--- src/rtl/ocf_pkg.sv ---
// offset cancellation package: register map, field layout, startup schedule and coefficients
// assumes a 250 MHz system clock and 256 us estimator sample period
package ocf_pkg;
  localparam int CLK_MHZ    = 250;
  localparam int SAMPLE_US  = 256;
  localparam int SAMPLE_CYC = SAMPLE_US * CLK_MHZ;
  localparam int SLOW_DIV   = 4;      // final narrow option runs at 1024 us
  localparam int HOLD_US    = 15000;  // freeze extension after self-test
  localparam int COEF_W     = 24;
  localparam int TICK_W     = 13;
  localparam real COEF_ONE  = 16777216.0;
  // phase start times in us for phases 1..5 and the final phase
  localparam int START_US [6] = '{4096, 8192, 24580, 90110, 352300, 1401000};

  // least times round up to whole sample ticks
  function automatic logic [TICK_W-1:0] us_to_ticks(input int us);
    us_to_ticks = TICK_W'((us + SAMPLE_US - 1) / SAMPLE_US);
  endfunction
  localparam logic [TICK_W-1:0] HOLD_TICKS = us_to_ticks(HOLD_US);

  function automatic logic [COEF_W-1:0] q24(input real r);
    q24 = COEF_W'($rtoi(r * COEF_ONE + 0.5));
  endfunction
  // index 0..5 startup phases, 6 final 0.04 Hz, 7 final 0.005 Hz
  localparam logic [COEF_W-1:0] GAIN_TAB [8] = '{
    q24(0.234051465988159), q24(0.063805103302002), q24(0.0163367986679077),
    q24(0.00410926342010498), q24(0.00102889537811279), q24(0.000257253646850586),
    q24(0.0000643377478321934), q24(0.00003216939131789331)};
  localparam logic [COEF_W-1:0] NUM_TAB [8] = '{
    q24(0.49999988079071), q24(0.49999988079071), q24(0.49999988079071),
    q24(0.49999988079071), q24(0.49999988079071), q24(0.49999988079071),
    q24(0.49999988079071), q24(0.5)};
  // negated feedback tap, stored as a positive fraction
  localparam logic [COEF_W-1:0] DEN_TAB [8] = '{
    q24(0.765948414802551), q24(0.936194777488708), q24(0.983663082122802),
    q24(0.995890617370605), q24(0.998970985412597), q24(0.999742627143859),
    q24(0.9999356623), q24(0.99996783025562763214)};

  // register byte offsets
  localparam logic [7:0] CFG_OFS  = 8'h00;
  localparam logic [7:0] RATE_OFS = 8'h04;
  localparam logic [7:0] STAT_OFS = 8'h08;
  localparam logic [7:0] EST_OFS  = 8'h0C;
  localparam logic [1:0] RESP_OK  = 2'h0;
  localparam logic [1:0] RESP_ERR = 2'h2;
  localparam logic [15:0] STEP_RST = 16'h0001;
  localparam logic [15:0] RLI_RST  = 16'h0001;
  localparam logic [1:0] SEL_RL   = 2'h1;  // 0.04 Hz with rate limiting

  // channel_config_word_four layout, bits 7..0
  typedef struct packed {
    logic       psi5;
    logic [3:0] self_test_control;
    logic [1:0] offset_filter_select;
    logic       enable;
  } cfg_s;
  localparam cfg_s CFG_RST = '0;

  typedef enum logic [6:0] {
    PH0 = 7'h01, PH1 = 7'h02, PH2 = 7'h04, PH3 = 7'h08,
    PH4 = 7'h10, PH5 = 7'h20, PHF = 7'h40
  } phase_e;
endpackage

--- src/rtl/offset_cancel_filter.sv ---
// offset cancellation filter with timed startup phases and an AXI4-Lite register slave
// assumes in_valid/in_data are synchronous to aclk; init_done pulses at the end of init phase 3
//
// Implementation choices: the placing of the registers and register access over AXI4-Lite.
`timescale 1ns/10ps
`default_nettype none
// Behaviour
// - offset removal can be switched on or off by software
// - first-order estimator, 24-bit coefficients, equal taps, updated every 256 us
// - startup phases advance at fixed times after reset
// - each phase has its own coefficients; final slow option uses 1024 us
// - rate limiting is bypassed in every startup phase
// - in normal mode the select field picks corner and rate limiting
// - rate limiting only with the 0.04 Hz setting, never with 0.005 Hz
// - with rate limiting the output moves at most one step per interval
// - self-test codes 8 to F freeze the offset output
// - freeze lasts a further 15 ms after self-test ends
// - PSI5 skips phase 5; final phase starts at the later of init phase 3 end and phase 4 start
module offset_cancel_filter
  import ocf_pkg::*;
#(
  parameter int DW            = 16,
  parameter int SAMPLE_CYCLES = SAMPLE_CYC
) (
  input  wire logic          aclk,
  input  wire logic          aresetn,
  input  wire logic [7:0]    awaddr,
  input  wire logic          awvalid,
  output logic               awready,
  input  wire logic [31:0]   wdata,
  input  wire logic [3:0]    wstrb,
  input  wire logic          wvalid,
  output logic               wready,
  output logic [1:0]         bresp,
  output logic               bvalid,
  input  wire logic          bready,
  input  wire logic [7:0]    araddr,
  input  wire logic          arvalid,
  output logic               arready,
  output logic [31:0]        rdata,
  output logic [1:0]         rresp,
  output logic               rvalid,
  input  wire logic          rready,
  input  wire logic          init_done,
  input  wire logic          in_valid,
  input  wire logic [DW-1:0] in_data,
  output logic               out_valid,
  output logic [DW-1:0]      out_data
);
  localparam int DIV_W = $clog2(SAMPLE_CYCLES);
  localparam int YW    = DW + COEF_W;

  // status and data fields are 16 bits wide
  if (DW < 8 || DW > 16 || SAMPLE_CYCLES < 3) begin : g_bad_param
    $error("offset_cancel_filter: unsupported parameter values");
  end

  cfg_s                     cfg_ff;
  logic [15:0]              step_ff, rli_ff, rl_cnt_ff;
  logic [DIV_W-1:0]         div_ff;
  logic [TICK_W-1:0]        tcnt_ff, hold_ff;
  logic [1:0]               slow_ff;
  phase_e                   phase_ff, nxt_phase;
  logic                     init_seen_ff;
  logic signed [YW-1:0]     y_ff;
  logic signed [DW-1:0]     x_ff, x1_ff, off_ff;
  logic                     tick, fin, st_act, frozen, rl_act, upd;
  logic [2:0]               coef_idx;
  logic signed [DW-1:0]     est;
  logic                     aw_ff, w_ff;
  logic [7:0]               awaddr_ff;
  logic [31:0]              wdata_ff;
  logic [3:0]               wstrb_ff;

  function automatic logic [2:0] ph_idx(input phase_e p);
    ph_idx = 3'h0;
    for (int i = 0; i < 7; i++) begin
      if (p[i]) ph_idx = 3'(i);
    end
  endfunction

  // one filter step: y = -d1*y + a0*n0*(x + x1)
  function automatic logic signed [YW-1:0] lpf_step(input logic signed [YW-1:0] y,
      input logic signed [DW-1:0] x, input logic signed [DW-1:0] x1, input logic [2:0] i);
    logic [2*COEF_W-1:0]        g;
    logic signed [YW+COEF_W:0]  fb;
    logic signed [DW+COEF_W+1:0] ff;
    g  = GAIN_TAB[i] * NUM_TAB[i];
    fb = $signed({1'b0, DEN_TAB[i]}) * y;
    ff = $signed({1'b0, g[2*COEF_W-1:COEF_W]}) * ($signed({x[DW-1], x}) + x1);
    lpf_step = fb[YW+COEF_W-1:COEF_W] + ff[YW-1:0];
  endfunction

  // move toward target by at most step, landing on it when close
  function automatic logic signed [DW-1:0] step_toward(input logic signed [DW-1:0] cur,
      input logic signed [DW-1:0] tgt, input logic [15:0] step);
    logic signed [DW+1:0] d, s;
    d = (DW+2)'(tgt) - (DW+2)'(cur);
    s = $signed({2'b00, step[DW-1:0]});
    if (d > s) step_toward = DW'(cur + step[DW-1:0]);
    else if (d < -s) step_toward = DW'(cur - step[DW-1:0]);
    else step_toward = tgt;
  endfunction

  function automatic logic [31:0] merge(input logic [31:0] old, input logic [31:0] nw,
      input logic [3:0] be);
    for (int b = 0; b < 4; b++) begin
      merge[8*b +: 8] = be[b] ? nw[8*b +: 8] : old[8*b +: 8];
    end
  endfunction

  assign tick = (div_ff == DIV_W'(SAMPLE_CYCLES - 1));

  // sample period divider
  always_ff @(posedge aclk) begin
    if (!aresetn) div_ff <= '0;
    else div_ff <= tick ? '0 : div_ff + DIV_W'(1);
  end

  // time since reset in ticks, saturating at the last phase start
  always_ff @(posedge aclk) begin
    if (!aresetn) tcnt_ff <= '0;
    else if (tick && tcnt_ff != us_to_ticks(START_US[5])) tcnt_ff <= tcnt_ff + TICK_W'(1);
  end

  // sticky record of init phase 3 end
  always_ff @(posedge aclk) begin
    if (!aresetn) init_seen_ff <= 1'b0;
    else if (init_done) init_seen_ff <= 1'b1;
  end

  always_comb begin
    nxt_phase = phase_ff;
    unique case (phase_ff)
      PH0: if (tcnt_ff >= us_to_ticks(START_US[0])) nxt_phase = PH1;
      PH1: if (tcnt_ff >= us_to_ticks(START_US[1])) nxt_phase = PH2;
      PH2: if (tcnt_ff >= us_to_ticks(START_US[2])) nxt_phase = PH3;
      PH3: if (tcnt_ff >= us_to_ticks(START_US[3])) nxt_phase = PH4;
      PH4: begin
        if (cfg_ff.psi5) begin
          if (init_seen_ff) nxt_phase = PHF;
        end else if (tcnt_ff >= us_to_ticks(START_US[4])) nxt_phase = PH5;
      end
      PH5: if (tcnt_ff >= us_to_ticks(START_US[5])) nxt_phase = PHF;
      PHF: nxt_phase = PHF;
      default: nxt_phase = PH0;
    endcase
  end

  always_ff @(posedge aclk) begin
    if (!aresetn) phase_ff <= PH0;
    else phase_ff <= nxt_phase;
  end

  // coefficient set per phase; final option from select field
  assign fin      = (phase_ff == PHF);
  assign coef_idx = ph_idx(phase_ff) | {2'b00, fin & cfg_ff.offset_filter_select[1]};
  // bypass in startup; only the 0.04 Hz option may limit
  assign rl_act   = fin && (cfg_ff.offset_filter_select == SEL_RL);
  assign st_act   = cfg_ff.self_test_control[3];
  assign frozen   = st_act || (hold_ff != '0);
  // slow option updates every fourth tick
  assign upd      = tick && !frozen && (coef_idx != 3'h7 || slow_ff == 2'(SLOW_DIV - 1));
  assign est      = y_ff[YW-1:COEF_W];

  always_ff @(posedge aclk) begin
    if (!aresetn) slow_ff <= '0;
    else if (tick) slow_ff <= slow_ff + 2'h1;
  end

  // freeze extension, reloaded for as long as self-test is on
  always_ff @(posedge aclk) begin
    if (!aresetn) hold_ff <= '0;
    else if (st_act) hold_ff <= HOLD_TICKS;
    else if (tick && hold_ff != '0) hold_ff <= hold_ff - TICK_W'(1);
  end

  // latest input sample feeds the estimator
  always_ff @(posedge aclk) begin
    if (!aresetn) x_ff <= '0;
    else if (in_valid) x_ff <= in_data;
  end

  // estimator update; held while frozen so self-test stimulus stays out
  always_ff @(posedge aclk) begin
    if (!aresetn) begin
      y_ff  <= '0;
      x1_ff <= '0;
    end else if (upd) begin
      y_ff  <= lpf_step(y_ff, x_ff, x1_ff, coef_idx);
      x1_ff <= x_ff;
    end
  end

  // rate limit interval counter in ticks; zero acts as one
  always_ff @(posedge aclk) begin
    if (!aresetn || !rl_act) rl_cnt_ff <= '0;
    else if (tick && !frozen) rl_cnt_ff <= (rl_cnt_ff + 16'h1 >= rli_ff) ? '0 : rl_cnt_ff + 16'h1;
  end

  // offset output; no change while frozen
  always_ff @(posedge aclk) begin
    if (!aresetn) off_ff <= '0;
    else if (!frozen) begin
      if (rl_act) begin
        if (tick && rl_cnt_ff + 16'h1 >= rli_ff) off_ff <= step_toward(off_ff, est, step_ff);
      end else off_ff <= est;
    end
  end

  // subtract offset; pass through when disabled
  always_ff @(posedge aclk) begin
    if (!aresetn) begin
      out_valid <= 1'b0;
      out_data  <= '0;
    end else begin
      out_valid <= in_valid;
      if (in_valid) out_data <= cfg_ff.enable ? DW'(in_data - off_ff) : in_data;
    end
  end

  // write channel capture; address and data may come in either order
  assign awready = !aw_ff && !bvalid;
  assign wready  = !w_ff && !bvalid;

  always_ff @(posedge aclk) begin
    if (!aresetn) begin
      aw_ff     <= 1'b0;
      w_ff      <= 1'b0;
      awaddr_ff <= '0;
      wdata_ff  <= '0;
      wstrb_ff  <= '0;
    end else if (aw_ff && w_ff) begin
      aw_ff <= 1'b0;
      w_ff  <= 1'b0;
    end else begin
      if (awvalid && awready) begin
        aw_ff     <= 1'b1;
        awaddr_ff <= awaddr;
      end
      if (wvalid && wready) begin
        w_ff     <= 1'b1;
        wdata_ff <= wdata;
        wstrb_ff <= wstrb;
      end
    end
  end

  // register writes and write response
  always_ff @(posedge aclk) begin
    if (!aresetn) begin
      cfg_ff  <= CFG_RST;
      step_ff <= STEP_RST;
      rli_ff  <= RLI_RST;
      bvalid  <= 1'b0;
      bresp   <= RESP_OK;
    end else if (aw_ff && w_ff) begin
      bvalid <= 1'b1;
      bresp  <= RESP_OK;
      unique case ({awaddr_ff[7:2], 2'b00})
        CFG_OFS:  cfg_ff <= cfg_s'(8'(merge(32'(cfg_ff), wdata_ff, wstrb_ff)));
        RATE_OFS: {rli_ff, step_ff} <= merge({rli_ff, step_ff}, wdata_ff, wstrb_ff);
        STAT_OFS, EST_OFS: bresp <= RESP_OK;  // read-only, write ignored
        default:  bresp <= RESP_ERR;
      endcase
    end else if (bready) bvalid <= 1'b0;
  end

  // read channel, one read in flight
  assign arready = !rvalid;

  always_ff @(posedge aclk) begin
    if (!aresetn) begin
      rvalid <= 1'b0;
      rdata  <= '0;
      rresp  <= RESP_OK;
    end else if (arvalid && arready) begin
      rvalid <= 1'b1;
      rresp  <= RESP_OK;
      unique case ({araddr[7:2], 2'b00})
        CFG_OFS:  rdata <= 32'(cfg_ff);
        RATE_OFS: rdata <= {rli_ff, step_ff};
        STAT_OFS: rdata <= {16'(off_ff), 7'h00, rl_act, frozen, 7'(phase_ff)};
        EST_OFS:  rdata <= 32'(est);
        default: begin
          rdata <= '0;
          rresp <= RESP_ERR;
        end
      endcase
    end else if (rready) rvalid <= 1'b0;
  end
endmodule
`default_nettype wire

--- config.mk ---
export PLATFORM = sky130hd
export DESIGN_NAME = offset_cancel_filter
export DESIGN_NICKNAME = d
export VERILOG_FILES = /design/src/rtl/ocf_pkg.sv /design/src/rtl/offset_cancel_filter.sv
export SDC_FILE = /design/constraint.sdc
export NUM_CORES = 2
export LEC_CHECK = 0
export BUFFER_PORTS_ARGS = -buffer_cell sky130_fd_sc_hd__buf_2
export CELL_PAD_IN_SITES_DETAIL_PLACEMENT = 2
export CELL_PAD_IN_SITES_GLOBAL_PLACEMENT = 2
export CORE_MARGIN = 2
export CORE_UTILIZATION = 38
export CTS_CLUSTER_SIZE = 40
export DETAILED_ROUTE_END_ITERATION = 10
export PLACE_DENSITY = 0.78
export SETUP_SLACK_MARGIN = 0.5
export SYNTH_ARGS = -nofsm -noshare
export SYNTH_HDL_FRONTEND = slang
export SYNTH_SLANG_ARGS = --single-unit
--- constraint.sdc ---
create_clock -name aclk -period 13.6 [get_ports aclk]
set_clock_uncertainty 0.15 [all_clocks]
set_input_delay 0.68 -clock aclk [delete_from_list [all_inputs] [get_ports aclk]]
set_output_delay 0.68 -clock aclk [all_outputs]
set_load 0.02 [all_outputs]
==> impl_metrics.json <==
{
  "netlist_instances": 8209,
  "worstSetupPathType": "flop to flop",
  "h-tree-depth": 2,
  "status": "finished with violations",
  "grt_pass1_vias": 80434,
  "cts-root-buf": "clkbuf_16",
  "grt_pass1_wl_um": 539000,
  "top_register": "y_ff",
  "drv_cap": 3,
  "hold_end": "init_seen_ff",
  "synthDistinctLibCells": 96,
  "violations": "capacitance limit, slew limit, setup timing",
  "cts.sinks": 293,
  "final_common_cell": "inv_1",
  "largest_reg_flops": 40,
  "wl_met2_um": 197000,
  "final_util_pct": 45.5,
  "die_x_um": 442,
  "post-route-period-util_pct": 126,
  "crit_path_start_kind": "flop",
  "dp_slack_ns": -1.66,
  "ios": 135,
  "avgSynthCellArea_um2": 8.87,
  "drt_iter0_drc": 6465,
  "fin_crit_ns": 17.15,
  "ys.flop_type": "dfxtp_1",
  "overflow": 0,
  "vias_per_cell": 6.18,
  "drive_gt1_share_pct": 18.0,
  "dr.max_layer_used": "met5",
  "rr_worst_depth": 60,
  "ys_seq_area_share_pct": 8.06,
  "hpwl_um": 265000,
  "routedWlPerCell_um": 38.0,
  "drt-pass1-iter-count": 5,
  "clock_latency_ns": 0.60,
  "cts_tree": "yes",
  "cts_hold_buffers": 0,
  "register_area_mm2": 0.00588,
  "required_ns": 13.94,
  "numCtsBuffers": 36,
  "r2r-start": "phase_ff[4]",
  "place_congestion": 0.929,
  "fmax_mhz": 58.3,
  "clkSlewWorstSetupHoldPaths_ns": 0.08,
  "hp-start": "init_done",
  "layout_setup_ws_ns": -3.55,
  "grt_max_degree": 80,
  "io_buffers": 128,
  "cpMostUsedCell": "fa_1",
  "syn2layout_area_growth_pct": 19.0,
  "m1WireLength_um": 134000,
  "hold_path.class": "primary input to flop",
  "r2r_end": "y_ff[38]",
  "final.setup.tns_ns": -75.62,
  "max_slew.worst_pin.slew_ns": 1.80,
  "die_y_um": 442,
  "rsz0062_at_grt": "true",
  "async_flop_share_pct": 0,
  "ys_warn_count": 0,
  "hold_viol": 0,
  "crit_fanout": 8,
  "relSlewSlack_pct": -21.4,
  "routed_wl_um": 438000,
  "slew_violations": 16,
  "end_kind": "flop",
  "mostFrequentLayoutCells": "1701 x inv_1, 1450 x fa_1, 862 x nand2_1",
  "clk_path_buf_depth": 3,
  "multi_input_comb_area_mm2": 0.0614,
  "cp_slowest_stage_delay_ns": 1.09,
  "synth_edf_count": 0,
  "final_nets": 11196,
  "n_fill_cell": 20466,
  "vias": 71191,
  "syn-cell-area_mm2": 0.0728,
  "cp.arrival_ns": 17.49,
  "die-area_mm2": 0.195,
  "r2r_setup_slack_ns": -3.55,
  "antenna_found_initial": 55,
  "grt_usage_pct": 37.3,
  "initial_core_util_pct": 38.3,
  "slowest_stage": "nor2_1",
  "synth_seq_cells": 293,
  "dr_wl_met3_um": 47300,
  "hold_depth": 3,
  "placementRows": 160,
  "final_antenna_net_count": 0,
  "core_mm2": 0.190,
  "setup_viol": 33,
  "top_regs": "y_ff x40, rdata x32, wdata_ff x32",
  "drc_errors": 0
}
area by class of cell:
type	count	share of cell area, %
Timing Repair Buffer	1033	9.55
Multi-Input combinational cell	5808	70.9
Sequential cell	293	6.79
Inverter	1783	7.77
Clock buffer	47	1.15
Antenna cell	29	0.0838
Tap cell	2511	3.63
Clock inverter	15	0.120
Yosys cell counts, types with 89 or more instances:
cell | n | area [um2]
ha_1 | 643 | 8050
nor2b_1 | 209 | 1310
nor2_1 | 428 | 1610
and2_1 | 289 | 1810
nand2_1 | 891 | 3340
a21oi_1 | 381 | 1910
xor2_1 | 93 | 815
inv_1 | 1776 | 6670
dfxtp_1 | 293 | 5870
and3_1 | 89 | 557
fa_1 | 1521 | 30400
o21ai_0 | 152 | 761
nand3_1 | 111 | 556
xnor2_1 | 191 | 1670
clkbuf_1 | 290 | 1090
a21o_1 | 107 | 803
worst max path at each step:
stage / start / endpoint / slack [ns] / depth (start not counted)
2_1_floorplan: phase_ff[1] / y_ff[36] / 0.40 / 58
3_3_place_gp: phase_ff[2] / y_ff[36] / -0.92 / 56
3_5_place_dp: phase_ff[2] / y_ff[36] / -1.66 / 53
4_1_cts: phase_ff[3] / y_ff[36] / -0.36 / 61
5_1_grt: phase_ff[3] / y_ff[38] / -3.43 / 63
6_report: phase_ff[4] / y_ff[38] / -3.55 / 60
critical path, delay by kind of cell, from the launching register on:
kind,cells,cell delay (ns)
xor gates and xnor gates,1,0.37
DFF,1,0.37
AOI/OAI and AO/OA,7,1.38
and+or+nand+nor,14,3.12
adders and majority gates,16,8.18
buffers and inverters,22,3.37
metrics by stage:
stage | std cells | cell area, um2 | hold slack [ns]
after detailed placement | 11269 | 81800 | 0.302
after floorplan | 8217 | 73200 | 0.276
after global routing | 11499 | 86600 | 0.162
final | 11519 | 86600 | 0.144
after CTS | 11414 | 85000 | 0.129
after global placement | 11269 | 81800 | 0.293
what timing repair did:
item / CTS / global route
pin swaps: 181 / 139
resized for setup: 312 / 229
endpoints found under the setup margin: 31 / 33
gates cloned: 2 / 3
buffers inserted: 81 / 73
layer usage:
metal  GRT usage [%]  vias to the layer above
met5          0.0244                        -
met4            33.5                       52
met3            8.69                     3267
met2            64.3                     5498
met1            37.6                    35780
li1                -                    26594
logic make-up (layout without fill, tap and decap cells):
logic type | count (synthesis) | after routing | share of synthesized area [%]
flops | 293 | 293 | 8.06
simple gates | 2318 | 2318 | 15.3
other cells | 2 | 39 | 0.0103
fa+ha+maj | 2164 | 2164 | 52.9
buf+inv | 2116 | 2878 | 11.0
mux | 61 | 61 | 0.844
xor+xnor | 285 | 285 | 3.45
compound gates | 970 | 970 | 8.46
Power is left out: the tool's default activity adds up to more than one toggle a clock period on the data nets, which glitch-free logic cannot reach.
